--- src/shared/exd_pkg.sv ---
// Purpose: constants shared by the extended instruction decode/execute block
// Assumes: one clock cycle stands for one instruction cycle
// Notes:   opcode fields sit in the upper byte of the instruction word, except the full-word register call

// ************************************************************
// package
// ************************************************************
package exd_pkg;
   // opcode upper bytes of the literal forms, the full register call word and the second word nibble
   localparam logic [7:0]  OP_ADDP    = 8'hE8;
   localparam logic [7:0]  OP_SUBP    = 8'hE9;
   localparam logic [7:0]  OP_PUSH_LIT = 8'hEA;
   localparam logic [7:0]  OP_MOVE    = 8'hEB;
   localparam logic [15:0] OP_CALL_WORK = 16'h0014;
   localparam logic [3:0]  SECOND_NIB = 4'hF;
   // pointer select codes
   localparam logic [1:0]  SEL_FRAME  = 2'h3;
   localparam logic [1:0]  FRAME_IDX  = 2'h2;
   // indexed literal offset window upper bound
   localparam logic [7:0]  IDX_LIMIT  = 8'h5F;
   // indirect access register groups, one per pointer, five each
   localparam logic [2:0][11:0] IND_BASE = {12'hFDB, 12'hFE3, 12'hFEB};
   localparam logic [11:0] IND_SPAN   = 12'h005;
   localparam logic [11:0] PTR_RST    = 12'h000;
   localparam logic [11:0] PUSH_STEP  = 12'h001;
   // cycles taken by the multi-cycle forms
   localparam int          CYC_RET    = 2;
   localparam int          CYC_MOVE   = 2;

   typedef enum logic [2:0]
   {
      ST_EXEC = 3'b001,
      ST_NOP  = 3'b010,
      ST_MOVE = 3'b100
   } exd_state_e;
endpackage

--- src/shared/exd_dec_if.sv ---
// Purpose: carries the instruction word and its decoded classes
// Assumes: decode is purely combinational
// Notes:   the decoder drives all class flags

`timescale 1ns/1ps
`default_nettype none

// ************************************************************
// decode interface
// ************************************************************
interface exd_dec_if;
   logic [15:0] instr;
   logic        ext_en;
   logic        is_addp;
   logic        is_subp;
   logic        is_ret;
   logic        is_call_reg;
   logic        is_push_lit;
   logic        is_move;
   logic        is_second;
   logic [1:0]  sel;
   logic [5:0]  lit6;
   logic [6:0]  zoff;

   modport dec (input instr, ext_en, output is_addp, is_subp, is_ret,
                is_call_reg, is_push_lit, is_move, is_second, sel,
                lit6, zoff);
   modport use_ (input is_addp, is_subp, is_ret, is_call_reg, is_push_lit,
                 is_move, is_second, sel, lit6, zoff,
                 output instr, ext_en);
endinterface // exd_dec_if

`default_nettype wire

--- src/exd_decode.sv ---
// Purpose: classify an instruction word into the extended forms
// Assumes: ext_en is the captured enable bit
// Notes:   all classes read zero while the extension is off

`timescale 1ns/1ps
`default_nettype none

module exd_decode
(
   exd_dec_if.dec d
);
   wire [7:0] hi = d.instr[15:8];
   wire       en = d.ext_en;

   // ************************************************************
   // opcode classes
   // ************************************************************
   assign d.sel       = d.instr[7:6];
   assign d.lit6      = d.instr[5:0];
   assign d.zoff      = d.instr[6:0];
   assign d.is_addp   = en & (hi == exd_pkg::OP_ADDP);
   assign d.is_subp   = en & (hi == exd_pkg::OP_SUBP);
   // select code 3 turns add/sub into the frame-and-return form
   assign d.is_ret    = (d.is_addp | d.is_subp)
                        & (d.sel == exd_pkg::SEL_FRAME);
   assign d.is_call_reg = en & (d.instr == exd_pkg::OP_CALL_WORK);
   assign d.is_push_lit = en & (hi == exd_pkg::OP_PUSH_LIT);
   assign d.is_move   = en & (hi == exd_pkg::OP_MOVE);
   assign d.is_second = en & (d.instr[15:12] == exd_pkg::SECOND_NIB);
endmodule // exd_decode

`default_nettype wire

--- src/exd_top.sv ---
// Purpose: decode and execute of the extended literal instructions
// Assumes: one clock per instruction cycle, inputs synchronous
// Notes:   the three file-select pointers live here; the core may
//          overwrite them through the pointer write port
//
// Behaviour
// - Extension stays off unless enable bit set
// - Decode exactly eight added literal instructions
// - Indexed literal offset addressing for standard ops
// - Add 6-bit literal to pointer, one cycle
// - Select 3 add: frame add then return
// - Subtract 6-bit literal from pointer, one cycle
// - Select 3 subtract: frame subtract then return
// - Register call opcode is a two-cycle call
// - Push literal at frame, then decrement frame
// - Return loads stack top, second cycle idles
// - Call pushes next address, target from latches and working register
// - Indexed mode when access bit clear, f<=95
// - Indirect register as move source reads zero

`timescale 1ns/1ps
`default_nettype none

module exd_top
(
   // clock and reset
   input  wire logic              clock,
   input  wire logic              nrst,
   // configuration
   input  wire logic              ext_set_enable_bit,
   // fetch side
   input  wire logic [15:0]       instr_word,
   input  wire logic              instr_valid,
   input  wire logic              std_file_op,
   // core registers
   input  wire logic [7:0]        working_register,
   input  wire logic [7:0]        prog_counter_high_latch,
   input  wire logic [4:0]        prog_counter_upper_latch,
   input  wire logic [20:0]       return_stack_top,
   input  wire logic [20:0]       next_pc,
   // pointer write from the core
   input  wire logic [2:0]        ptr_wr_en,
   input  wire logic [11:0]       ptr_wr_data,
   // data memory
   input  wire logic [7:0]        mem_rdata,
   output logic      [11:0]       mem_addr,
   output logic      [7:0]        mem_wdata,
   output logic                   mem_we,
   output logic                   mem_re,
   // program counter and return stack
   output logic                   pc_load,
   output logic      [20:0]       pc_target,
   output logic                   stack_push,
   output logic      [20:0]       stack_data,
   // pointers, operand address and status
   output logic      [2:0][11:0]  file_select_pointer,
   output logic      [11:0]       oper_addr,
   output logic                   oper_indexed,
   output logic                   ext_active,
   output logic                   busy
);
   exd_dec_if d ();
   exd_decode u_dec (.d(d));

   exd_pkg::exd_state_e state_q, state_d;
   logic [2:0][11:0] fsp_q;
   logic        ext_en_q, cap_q;
   logic [11:0] mem_addr_q, oper_addr_q;
   logic [7:0]  mem_wdata_q;
   logic        mem_we_q, mem_re_q, pc_load_q, push_q, oper_idx_q;
   logic [20:0] pc_target_q, stack_data_q;
   logic        move_ss_q, src_ind_q;
   logic [2:0]  ind_hit;

   // ************************************************************
   // decode hookup and qualified events
   // ************************************************************
   assign d.instr  = instr_word;
   assign d.ext_en = ext_en_q;
   wire exec_go   = instr_valid & (state_q == exd_pkg::ST_EXEC);
   wire do_ret    = exec_go & d.is_ret;
   wire do_call   = exec_go & d.is_call_reg;
   wire do_push   = exec_go & d.is_push_lit;
   wire do_move   = exec_go & d.is_move;
   wire do_ptr    = exec_go & (d.is_addp | d.is_subp);
   wire move_wr   = state_q == exd_pkg::ST_MOVE;
   // select code 3 always means the frame pointer
   wire [1:0] psel = d.is_ret ? exd_pkg::FRAME_IDX : d.sel;
   wire       ptr_down = d.is_subp | d.is_push_lit;
   wire [11:0] amt = d.is_push_lit ? exd_pkg::PUSH_STEP
                                : {6'h00, d.lit6};
   wire [11:0] frame = fsp_q[exd_pkg::FRAME_IDX];
   wire [11:0] src_addr = frame + {5'h00, d.zoff};
   // second word destination: absolute, or frame relative for move_ss
   wire [11:0] dst_addr = move_ss_q ? frame + {5'h00, instr_word[6:0]}
                                    : instr_word[11:0];
   wire [7:0]  fld = instr_word[7:0];
   wire idx_mode = ext_en_q & std_file_op & ~instr_word[8]
                   & (fld <= exd_pkg::IDX_LIMIT);

   // ************************************************************
   // per pointer update and indirect source check
   // ************************************************************
   genvar gi;
   generate
      for (gi = 0; gi < 3; gi = gi + 1)
      begin : g_ptr
         wire hit = (do_ptr & (psel == 2'(gi)))
                    | (do_push & (gi == 2));
         assign ind_hit[gi] = (src_addr - exd_pkg::IND_BASE[gi])
                              < exd_pkg::IND_SPAN;
         // the core's own write to a pointer takes precedence
         always_ff @(posedge clock or negedge nrst)
         begin
            if (!nrst)
               fsp_q[gi] <= exd_pkg::PTR_RST;
            else if (ptr_wr_en[gi])
               fsp_q[gi] <= ptr_wr_data;
            else if (hit)
               fsp_q[gi] <= ptr_down ? fsp_q[gi] - amt
                                     : fsp_q[gi] + amt;
         end
      end
   endgenerate

   // ************************************************************
   // enable capture
   // ************************************************************
   // the bit is sampled once after reset release, like a fuse
   always_ff @(posedge clock or negedge nrst)
   begin
      if (!nrst)
      begin
         ext_en_q <= 1'b0;
         cap_q    <= 1'b0;
      end
      else if (!cap_q)
      begin
         ext_en_q <= ext_set_enable_bit;
         cap_q    <= 1'b1;
      end
   end

   // ************************************************************
   // sequencer
   // ************************************************************
   always_comb
   begin
      state_d = exd_pkg::ST_EXEC;
      unique case (state_q)
         exd_pkg::ST_EXEC:
            if (do_ret | do_call)
               state_d = exd_pkg::ST_NOP;
            else if (do_move)
               state_d = exd_pkg::ST_MOVE;
         exd_pkg::ST_NOP:  state_d = exd_pkg::ST_EXEC;
         exd_pkg::ST_MOVE: state_d = exd_pkg::ST_EXEC;
         default:          state_d = exd_pkg::ST_EXEC;
      endcase
   end

   always_ff @(posedge clock or negedge nrst)
   begin
      if (!nrst)
         state_q <= exd_pkg::ST_EXEC;
      else
         state_q <= state_d;
   end

   // ************************************************************
   // move bookkeeping between the two words
   // ************************************************************
   always_ff @(posedge clock or negedge nrst)
   begin
      if (!nrst)
      begin
         move_ss_q <= 1'b0;
         src_ind_q <= 1'b0;
      end
      else if (do_move)
      begin
         move_ss_q <= instr_word[7];
         src_ind_q <= |ind_hit;
      end
   end

   // ************************************************************
   // data memory port
   // ************************************************************
   // one registered port: the read of a move and its write are one
   // cycle apart so they never collide with a following push
   always_ff @(posedge clock or negedge nrst)
   begin
      if (!nrst)
      begin
         mem_addr_q  <= 12'h000;
         mem_wdata_q <= 8'h00;
         mem_we_q    <= 1'b0;
         mem_re_q    <= 1'b0;
      end
      else
      begin
         mem_we_q <= do_push | move_wr;
         mem_re_q <= do_move;
         if (do_push)
         begin
            mem_addr_q  <= frame;
            mem_wdata_q <= instr_word[7:0];
         end
         else if (do_move)
            mem_addr_q  <= src_addr;
         else if (move_wr)
         begin
            mem_addr_q  <= dst_addr;
            mem_wdata_q <= src_ind_q ? 8'h00 : mem_rdata;
         end
      end
   end

   // ************************************************************
   // program counter and return stack
   // ************************************************************
   always_ff @(posedge clock or negedge nrst)
   begin
      if (!nrst)
      begin
         pc_load_q    <= 1'b0;
         pc_target_q  <= 21'h00000;
         push_q       <= 1'b0;
         stack_data_q <= 21'h00000;
      end
      else
      begin
         pc_load_q <= do_ret | do_call;
         push_q    <= do_call;
         if (do_ret)
            pc_target_q <= return_stack_top;
         else if (do_call)
            pc_target_q <= {prog_counter_upper_latch,
                            prog_counter_high_latch,
                            working_register};
         if (do_call)
            stack_data_q <= next_pc;
      end
   end

   // ************************************************************
   // operand address of standard file instructions
   // ************************************************************
   // a second word in EXEC falls through every branch: a no-operation
   always_ff @(posedge clock or negedge nrst)
   begin
      if (!nrst)
      begin
         oper_addr_q <= 12'h000;
         oper_idx_q  <= 1'b0;
      end
      else if (exec_go & std_file_op & ~d.is_second)
      begin
         oper_idx_q  <= idx_mode;
         oper_addr_q <= idx_mode ? frame + {4'h0, fld}
                                 : {4'h0, fld};
      end
   end

   // ************************************************************
   // outputs
   // ************************************************************
   assign mem_addr            = mem_addr_q;
   assign mem_wdata           = mem_wdata_q;
   assign mem_we              = mem_we_q;
   assign mem_re              = mem_re_q;
   assign pc_load             = pc_load_q;
   assign pc_target           = pc_target_q;
   assign stack_push          = push_q;
   assign stack_data          = stack_data_q;
   assign file_select_pointer = fsp_q;
   assign oper_addr           = oper_addr_q;
   assign oper_indexed        = oper_idx_q;
   assign ext_active          = ext_en_q;
   assign busy                = ~state_q[0];
endmodule // exd_top

`default_nettype wire

--- config.mk ---
export PLATFORM = sky130hd
export DESIGN_NAME = exd_top
export DESIGN_NICKNAME = d
export VERILOG_FILES = /design/src/shared/exd_pkg.sv /design/src/shared/exd_dec_if.sv /design/src/exd_decode.sv /design/src/exd_top.sv
export SDC_FILE = /design/constraint.sdc
export NUM_CORES = 1
export LEC_CHECK = 0
export BUFFER_PORTS_ARGS = -buffer_cell sky130_fd_sc_hd__buf_2
export CAP_MARGIN = 30
export CELL_PAD_IN_SITES_DETAIL_PLACEMENT = 0
export CELL_PAD_IN_SITES_GLOBAL_PLACEMENT = 1
export CORE_MARGIN = 2
export CORE_UTILIZATION = 36
export CTS_BUF_LIST = sky130_fd_sc_hd__clkbuf_8
export DETAILED_ROUTE_END_ITERATION = 8
export PLACE_DENSITY_LB_ADDON = 0.15
export SYNTH_ARGS = -nofsm -noshare
export SYNTH_HDL_FRONTEND = slang
export SYNTH_SLANG_ARGS = --single-unit
--- constraint.sdc ---
create_clock -name clock -period 3.15 [get_ports clock]
set_input_delay 0.63 -clock clock [delete_from_list [all_inputs] [get_ports clock]]
set_output_delay 0.63 -clock clock [all_outputs]
set_load 0.01 [all_outputs]
==> out/metrics.yaml, run 1 <==
clock_network:
  ctsRootBufferMaster: "clkbuf_8"
  cts_sinks: 122
  cts_buffers: 17
  cts_hold_buf: 0
  h-tree-depth: 4
  clk_pin_slew_ps: 80
  cts.path.max_buffers: 2
  clkLatencyLatePin_ps: 440
  tritoncts: "built"
synth:
  syn_avg_cell_area_um2: 9.14
  muxShareOfSynthArea: 0.0593
  syn-cell-area_mm2: 0.00751
  synth_fa_ha_area_frac: 0.0806
  ys_warn_count: 0
  synth_compound_area_frac: 0.208
  ys_seq_elements: 122
  async_flop_share: 1.00
  synth_top_family_by_area: "compound AO/OA/AOI/OAI gates"
  syn-num-nets: 975
  syn_inst: 822
  synthSimpleGateAreaFrac: 0.164
  synth_edf_count: 0
  yosysSeqAreaShare: 0.407
  synth_xor_area_frac: 0.0490
  yosysUniqueCellTypes: 63
  synthFlopType: "dfrtp_1"
timing:
  tightest_slew_ps: 831
  fmax_mhz: 290
  period_minus_slack_ps: 3450
  setup_ws_ps: -303
  setup_viol: 23
  hold_viol_final: 0
  slew_viol_final: 0
  period_share: 1.10
  fin_skew_ps: 10.9
  max_slew_margin: 0.446
  rsz0062_at_grt: "yes"
run:
  maxCapViolCount: 0
power:
  totalPowerFinal_mw: 4.49
  power_leakage_nw: 5.44
  switching_share: 0.332
  powerDensity_mw_per_mm2: 426
  pwr-share-clk: 0.334
  irDropWorstVdd_mv: 0.273
  p_seq_frac: 0.388
  power_frac_comb: 0.278
  intPower_mw: 3.00
  p_sw_mw: 1.49
placed_design:
  port-buffer-count: 223
  dp_hpwl_um: 18500
  place.gp.congestion: 0.850
  placed_area_mm2: 0.00966
worst_setup_path:
  path_buf_inv: 2
  cp_top_family: "simple AND/OR/NAND/NOR gates"
  critical_path.startpoint_type: "register"
  cp.required_ps: 3480
  worst_ep_arrival_time_ps: 3780
  crit_fanout: 4
  r2r_start: "ext_active$_DFFE_PN0N_"
  endpoint_kind: "register"
  crit_start: "ext_active$_DFFE_PN0N_"
  slowest_delay_ps: 390
  slowest_stage: "dfrtp_1"
  crit_top_cell: "ha_4"
  cp_cell_sequence: "nand3b_1 > nor4_2 > or2_4 > inv_2 > ha_4 > a31oi_4 > xor2_1 > nand2_2 > buf_12 > ha_4 > a21o_1 > a21oi_2 > o21ai_2 > a41oi_2 > xnor2_1 > mux2_4 > mux2_2"
  critPathKind: "register to register"
die:
  die_h_um: 148
  coreArea_mm2: 0.0204
  io_pins: 224
  die_area_mm2: 0.0220
  fp.dieW_um: 148
  initial_core_util: 0.369
  num_rows: 52
run_status:
  violations: "setup timing"
  status: "complete, but fails checks"
global_routing:
  grt_max_degree: 57
  grt_usage: 0.221
  grt_pass1_vias: 6879
  overflow: 0
  grt_pass1_wl_um: 37700
  antenna_found_initial: 0
finish:
  fin_util: 0.517
  n_antenna_cell: 0
  final_area_mm2: 0.0105
  drive_gt1_frac: 0.387
  multi_input_area_mm2: 0.00463
  seq_area_mm2: 0.00305
  finalNetCount: 1291
  n_fill_cell: 1987
  syn_to_final_growth_pct: 40.2
routing:
  via_per_inst: 5.08
  drcViolationCount: 0
  dr.pass1.iters: 5
  wl_per_cell_um: 17.2
  antenna_left: 0
  vias: 7219
  drtIter0Drc: 385
  drt_wl_total_um: 24400
worst_hold_path:
  holdCritPathClass: "primary input to async pin"
## power by group through the flow
stage | logic (mW) | registers (mW) | clock network, mW
after floorplan | 0.601 | 1.78 | 0
after global placement | 1.10 | 1.77 | 0
after detailed placement | 1.10 | 1.77 | 0
after CTS | 1.18 | 1.74 | 1.55
after global routing | 1.37 | 1.76 | 1.61
final | 1.25 | 1.74 | 1.50
## layout make-up
type,count,area share
flip-flops and latches,122,0.290
well taps,270,0.0321
clock buffers,17,0.0222
repair buffers,335,0.192
clock inverters,15,0.0169
multi-input cells,641,0.439
inverters,21,0.00796
## cell usage after synthesis, types with 18 or more instances
library cell | n | area share
o21ai_0 | 61 | 0.041
ha_1 | 42 | 0.070
inv_1 | 18 | 0.0090
clkbuf_1 | 27 | 0.013
nand2_1 | 121 | 0.060
o21a_1 | 21 | 0.021
dfrtp_1 | 121 | 0.40
mux2_1 | 21 | 0.031
a21oi_1 | 64 | 0.043
nor2_1 | 55 | 0.027
a22oi_1 | 25 | 0.025
xnor2_1 | 25 | 0.029
## state kept, by name (all words and copies together), names as in the netlist
signal,count
cap_q,1
pc_load,1
move_ss_q,1
frame,12
mem_we,1
mem_wdata,8
stack_push,1
ext_active,1
mem_re,1
file_select_pointer,24
mem_addr,12
state_q,3
stack_data,21
pc_target,21
oper_indexed,1
src_ind_q,1
oper_addr,12
## final timing paths
path / slack (ps) / end / cells after the start
max in group asynchronous: 2140 / state_q[0]$_DFF_PN1_ / 2
max: -300 / file_select_pointer[10]$_DFFE_PN0P_ / 17
min in group clock: 390 / stack_data[17]$_DFFE_PN0P_ / 2
min reg2reg: 460 / pc_target[5]$_DFFE_PN0P_ / 2
min: 220 / oper_addr[3]$_DFFE_PN0P_ / 1
max reg2reg: -300 / file_select_pointer[10]$_DFFE_PN0P_ / 17
## logic make-up (layout without fill, tap and decap cells)
family,after synthesis,in the layout
adders and majority gates,46,46
AOI/OAI and AO/OA,249,249
xor gates and xnor gates,42,42
muxes,41,41
buffers and inverters,59,388
and+or+nand+nor,262,262
other,1,1
DFF,122,122
## layer usage
metal	share of wire	GRT usage	up-vias
li1	-	-	3577
met1	0.46	0.297	3440
met2	0.49	0.374	182
met3	0.040	0.0380	20
met4	0.013	0.0495	0
met5	0	0	-
## layout by cell type (no fill, tap or decap), drive strengths merged, types with 3 or more instances in the layout
cell    instances
fa              4
ha             42
o31ai           5
and3            3
nor3b          16
o21ai          69
o211ai          5
clkbuf         17
a21o           17
a21oi          64
inv            29
o31a            3
or3             4
nor4            6
and2            4
dfrtp         121
nand4           4
a41oi           5
a211oi          7
nand3           9
xnor2          25
a22o            4
a31oi           9
xor2           17
nor2b           7
clkinv          5
o21a           22
nand2         121
buf           335
a22oi          25
nor2           57
nor3           14
o21bai          4
mux2i          13
mux2           28
nand2b          9
## repair_timing
item | 4_1_cts | 5_1_grt
hold endpoints to repair | 0 | 0
endpoints found under the setup margin | 21 | 27
pin swaps | 39 | 36
buffers inserted | 14 | 1
gates resized for setup | 32 | 39
## stage by stage
stage,setup TNS (ps),setup slack (ps),hold slack [ps],instances
after floorplan,-3720,-401,334,822
final,-3200,-303,219,1421
after global placement,-14190,-748,444,1373
after CTS,-1860,-221,234,1419
after detailed placement,-14110,-770,450,1373
after global routing,-7260,-447,251,1421
No activity file was read; power rests on OpenSTA's default activity.
==> run 2, diff against run 1 <==
--- a/config.mk
+++ b/config.mk
@@ -10,7 +10,7 @@
 export CELL_PAD_IN_SITES_DETAIL_PLACEMENT = 0
 export CELL_PAD_IN_SITES_GLOBAL_PLACEMENT = 1
 export CORE_MARGIN = 2
-export CORE_UTILIZATION = 36
+export CORE_UTILIZATION = 43
 export CTS_BUF_LIST = sky130_fd_sc_hd__clkbuf_8
 export DETAILED_ROUTE_END_ITERATION = 8
 export PLACE_DENSITY_LB_ADDON = 0.15
==> constraint.sdc (replaced) <==
create_clock -name clock -period 4.2 [get_ports clock]
set_input_delay 0.84 -clock clock [delete_from_list [all_inputs] [get_ports clock]]
set_output_delay 0.84 -clock clock [all_outputs]
set_load 0.01 [all_outputs]
==> out/metrics.yaml, run 2 (synthesis results as in run 1) <==
placed_design:
  port-buffer-count: 223  # unchanged
  dp_hpwl_um: 17000  # -8.2%
  placed_area_mm2: 0.00911  # -5.7%
  dp.cells: 1277  # -7.0%
  place.gp.congestion: 0.862  # +1.4%
clock_network:
  cts_buffers: 17  # unchanged
  h-tree-depth: 4  # unchanged
  cts_resized: 0  # -100%
  tritoncts: "built"
  ctsRootBufferMaster: "clkbuf_8"
  cts.path.max_buffers: 2  # unchanged
  clkLatencyLatePin_ps: 450  # about the same
  cts_hold_buf: 0  # unchanged
  clk_pin_slew_ps: 90  # about the same
  post-cts-setup-buffers: 0  # -14
  cts_sinks: 122  # unchanged
die:
  fp.dieW_um: 136  # -8.3%
  num_rows: 48  # -7.7%
  die_h_um: 136  # -8.3%
  die_area_mm2: 0.0185  # -16%
  coreArea_mm2: 0.0172  # -16%
  initial_core_util: 0.437  # +0.0685
  io_pins: 224  # unchanged
routing:
  drcViolationCount: 0  # unchanged
  drtIter0Drc: 400  # +3.9%
  antenna_left: 0  # unchanged
  via_per_inst: 5.32  # +4.7%
  vias: 6965  # -3.5%
  dr.pass1.iters: 7  # +2
  wl_per_cell_um: 17.1  # -0.72%
  drt_wl_total_um: 22300  # -8.5%
global_routing:
  grt_pass1_wl_um: 34300  # -9.0%
  grt_pass1_vias: 6396  # -7.0%
  overflow: 0  # unchanged
  antenna_found_initial: 0  # unchanged
  grt_max_degree: 75  # +32%
  grt_usage: 0.241  # +0.0202
finish:
  final_cell_mix: "buf_2 (222), nand2_1 (121), dfrtp_1 (121), a21oi_1 (64), o21ai_0 (61)"
  final_cells: 1309  # -7.9%
  layout_commonest_cell: "buf_2"
  final_area_mm2: 0.00956  # -9.3%
  syn_to_final_growth_pct: 27.2
  n_antenna_cell: 0  # unchanged
  largest_reg_flops: 24  # unchanged
  drive_gt1_frac: 0.295  # -0.0914
  fin_util: 0.556  # +0.0391
  finalNetCount: 1224  # -5.2%
worst_setup_path:
  critPathKind: "primary input to register"
  cp_cell_sequence: "buf_2 > nand3b_1 > nor4_2 > or2_2 > inv_1 > ha_1 > a31oi_1 > xor2_1 > nand2_1 > ha_1 > a21o_1 > a21oi_1 > o21ai_1 > a41oi_1 > xnor2_1 > mux2_2 > mux2_2"
  crit_fanout: 3  # -1
  reg2reg_slack_ps: 410  # +710 ps
  critical_path.startpoint_type: "primary input"
  slowest_delay_ps: 370  # -20 ps
  r2r-end: "file_select_pointer[10]$_DFFE_PN0P_"
  worst_ep_arrival_time_ps: 4170  # +390 ps
  r2r_cells: 16  # -1
  endpoint_kind: "register"
  cp.required_ps: 4530  # +1050 ps
  r2r_start: "ext_active$_DFFE_PN0N_"
  slowest_stage: "nor4_2"
timing:
  fin_skew_ps: 17.0  # +6.13 ps
  period_share: 0.914
  fmax_mhz: 260
  rsz0062_at_grt: "no"
  setup_viol: 0  # -100%
  max_slew_margin: 0.354  # -0.0920
  tightest_slew_ps: 969  # +138 ps
  slew_viol_final: 0  # unchanged
  hold_viol_final: 0  # unchanged
  period_minus_slack_ps: 3840
worst_hold_path:
  holdCritPathClass: "primary input to async pin"
power:
  power_leakage_nw: 5.03  # -7.6%
  powerDensity_mw_per_mm2: 340  # -20%
  irDropWorstVdd_mv: 0.219  # -20%
run_status:
  status: "finished, final reports clean"
run:
  maxCapViolCount: 0  # unchanged
-- run 2: cell count changes in the layout (fill, tap and decap cells not counted), sizes merged --
| cell | change |
|---|---|
| clkinvlp | +1 |
| clkinv | +1 |
| buf | -67 |
| inv | -4 |
| bufinv | +2 |
-- run 2: stage by stage --
step                      worst slack, ps  power [mW]  hold WS, ps  TNS, ps
after floorplan                       209        1.77          477        0
after global placement              -38.5        2.08          444    -42.6
after detailed placement            -66.7        2.08          450     -145
final                                 361        3.25          419        0
after global routing                 41.6        3.42          453        0
after CTS                             393        3.28          437        0
-- run 2: how the worst max path moves through the flow --
stage / from / endpoint
finish: instr_word[10] / file_select_pointer[10]$_DFFE_PN0P_
CTS: instr_word[10] / file_select_pointer[10]$_DFFE_PN0P_
detailed placement: instr_word[10] / file_select_pointer[23]$_DFFE_PN0P_
global route: instr_word[10] / file_select_pointer[23]$_DFFE_PN0P_
floorplan: instr_word[10] / file_select_pointer[23]$_DFFE_PN0P_
global placement: instr_word[10] / file_select_pointer[10]$_DFFE_PN0P_
-- run 2: critical path, delay by kind of cell --
kind                     cells  cell delay, ps
AO/OA/AOI/OAI                5             940
buffers and inverters        2             150
adder cells (fa/ha/maj)      2             540
XOR/XNOR                     2             240
AND/OR/NAND/NOR              4             960
multiplexers                 2             500
-- run 2: report_power, final --
part           switching, mW  internal, mW  leakage (nW)  total [mW]
registers             0.0690          1.24          1.57        1.31
clock network          0.533         0.659         0.222        1.19
logic                  0.407         0.348          3.23       0.755
total                   1.01          2.24          5.03        3.25
-- run 2: layout make-up --
cell class	count	area, um^2
fillers	1641	7620
multi-input cells	641	4220
flip-flops and latches	122	3050
repair buffers	268	1470
well taps	225	282
clock buffers	17	234
clock inverters	15	211
inverters	21	83.8
-- run 2: per-layer routing --
layer	GRT usage	wire length, um
met1	0.334	10200
met2	0.391	10700
met3	0.0451	1290
met4	0.0556	219
met5	0	0
==> run 3, diff against run 2 <==
--- a/config.mk
+++ b/config.mk
@@ -13,6 +13,7 @@
 export CORE_UTILIZATION = 43
 export CTS_BUF_LIST = sky130_fd_sc_hd__clkbuf_8
 export DETAILED_ROUTE_END_ITERATION = 8
+export GPL_TIMING_DRIVEN = 0
 export PLACE_DENSITY_LB_ADDON = 0.15
 export SYNTH_ARGS = -nofsm -noshare
 export SYNTH_HDL_FRONTEND = slang
==> out/metrics.yaml, run 3 (synthesis results as in run 1) <==
run_status:
  status: "finished, final reports clean"
worst_setup_path:
  slowest_delay_ps: 450  # +80 ps
  reg2reg_slack_ps: 260  # -150 ps
  slowest_stage: "a311oi_1"
  worst_ep_arrival_time_ps: 4350  # +180 ps
  critPathKind: "primary input to register"
  cp.required_ps: 4510  # -20 ps
  crit_fanout: 4  # +1
  critical_path.startpoint_type: "primary input"
  cp_cell_sequence: "buf_2 > nand3b_1 > nor4_4 > or2_4 > inv_1 > ha_1 > a31oi_1 > xor2_1 > nand2_2 > ha_1 > o31ai_1 > a21oi_1 > a311oi_1 > xor2_1 > o21a_1 > a21oi_1"
  endpoint_kind: "register"
power:
  irDropWorstVdd_mv: 0.213  # -2.5%
  powerDensity_mw_per_mm2: 332  # -2.5%
  power_leakage_nw: 4.90  # -2.5%
finish:
  finalNetCount: 1223  # -0.082%
  drive_gt1_frac: 0.272  # -0.0228
  largest_reg_flops: 24  # unchanged
  final_cell_mix: "buf_2 (227), dfrtp_1 (121), nand2_1 (120), a21oi_1 (61), o21ai_0 (59)"
  syn_to_final_growth_pct: 25.9
  final_area_mm2: 0.00946  # -1.0%
  layout_commonest_cell: "buf_2"
global_routing:
  met1_usage: 0.348  # +0.0140
  use_met2: 0.393  # +0.00195
  grt_max_degree: 75  # unchanged
  grt_usage: 0.247  # +0.00637
  grt.busiest_layer: "met2"
  gr-usage-met3: 0.0444  # -0.000746
  grt_pass1_vias: 6531  # +2.1%
  overflow: 0  # unchanged
  grt_pass1_wl_um: 35000  # +2.3%
  antenna_found_initial: 1  # +1
clock_network:
  clk_pin_slew_ps: 90  # about the same
  cts_buffers: 17  # unchanged
  tritoncts: "built"
  cts_hold_buf: 0  # unchanged
  ctsRootBufferMaster: "clkbuf_8"
  cts_sinks: 122  # unchanged
  h-tree-depth: 4  # unchanged
  cts.path.max_buffers: 2  # unchanged
  clkLatencyLatePin_ps: 450  # about the same
placed_design:
  place.gp.congestion: 0.870  # +1.0%
  pre_cts_ws_ps: -799  # -733 ps
  port-buffer-count: 222  # -0.45%
  dp_hpwl_um: 17300  # +2.1%
  placed_area_mm2: 0.00895  # -1.8%
die:
  die_area_mm2: 0.0185  # unchanged
  fp.dieW_um: 136  # unchanged
  initial_core_util: 0.437  # unchanged
  die_h_um: 136  # unchanged
  num_rows: 48  # unchanged
  io_pins: 224  # unchanged
  coreArea_mm2: 0.0172  # unchanged
timing:
  hold_viol_final: 0  # unchanged
  max_slew_margin: 0.330  # -0.0236
  slew_viol_final: 0  # unchanged
  fin_skew_ps: 14.8  # -2.23 ps
  period_minus_slack_ps: 4030  # +192 ps
  rsz0062_at_grt: "yes"
  tightest_slew_ps: 1000  # +35.3 ps
  setup_viol: 0  # unchanged
  period_share: 0.960  # +0.0458
  setup_ws_ps: 168  # -192 ps
  fmax_mhz: 248  # -4.8%
routing:
  via_per_inst: 5.32  # about the same
  vias: 6959  # -0.086%
  antenna_left: 0  # unchanged
  drtIter0Drc: 350  # -13%
  drt_wl_total_um: 22700  # +1.8%
  dr.pass1.iters: 5  # -2
  drcViolationCount: 0  # unchanged
  wl_per_cell_um: 17.4  # +1.8%
run:
  maxCapViolCount: 0  # unchanged
worst_hold_path:
  holdCritPathClass: "primary input to async pin"
[run 3: changes by cell type in the layout (fill, tap and decap cells not counted), sizes merged]
cell / before / now
buf: 268 / 240
clkinvlp: 1 / 2
bufinv: 4 / 2
clkinv: 6 / 3
clkbuf: 17 / 44
diode: 0 / 1
inv: 25 / 29
[run 3: cell type report]
class                      instances  area (um^2)
fill                            1728         7720
clock inverter                    15          176
multi-input combinational        641         4260
inverter                          21         83.8
clock buffer                      17          234
tap                              225          282
buffer                            38          158
sequential                       122         3050
antenna                            1         2.50
timing repair buffer             229         1200
[run 3: power breakdown]
group          internal (mW)  total, mW  switching (mW)  leakage (nW)
Combinational          0.323      0.735           0.412          3.13
Clock                  0.550       1.11           0.557         0.203
Sequential              1.24       1.30          0.0604          1.57
Total                   2.11       3.14            1.03          4.90
[run 3: metal layers]
metal | vias up | wire length [um]
met5 | - | 0
met4 | 0 | 330
met3 | 22 | 1040
met2 | 187 | 10800
li1 | 3447 | -
met1 | 3303 | 10600
[run 3: through the flow]
step / power [mW] / TNS, ps / hold WS [ps] / instances / util
after floorplan: 1.77 / 0 / 477 / 822 / -
after global placement: 2.02 / -9810 / 445 / 1269 / 0.518
after detailed placement: 2.03 / -9840 / 450 / 1271 / 0.521
after CTS: 3.16 / 0 / 343 / 1303 / 0.546
after global routing: 3.31 / -35.5 / 355 / 1308 / 0.550
final: 3.14 / 0 / 339 / 1309 / 0.551
[run 3: final timing paths]
check | startpoint | to | depth (start not counted)
worst max-delay path | instr_word[10] | frame[9]$_DFFE_PN0P_ | 16
min in group clock | pc_target[16]$_DFFE_PN0P_ | pc_target[16]$_DFFE_PN0P_ | 2
worst min-delay path | nrst | mem_addr[8]$_DFFE_PN0P_ | 1
worst min register to register | pc_target[16]$_DFFE_PN0P_ | pc_target[16]$_DFFE_PN0P_ | 2
worst max register to register | ext_active$_DFFE_PN0N_ | frame[9]$_DFFE_PN0P_ | 15
max in group asynchronous | nrst | state_q[0]$_DFF_PN1_ | 2
[run 3: what timing repair did]
action                                  CTS  global route
pin swaps                                 0             3
gates resized for setup                   4             7
buffers inserted                          0             5
endpoints found under the setup margin    8             8
[run 3: worst max-delay path: cells and delay by family]
family,cells,cell delay (ps)
AOI/OAI and AO/OA,6,1400
and+or+nand+nor,4,1030
adders and majority gates,2,460
xor gates and xnor gates,2,420
buffers and inverters,2,190
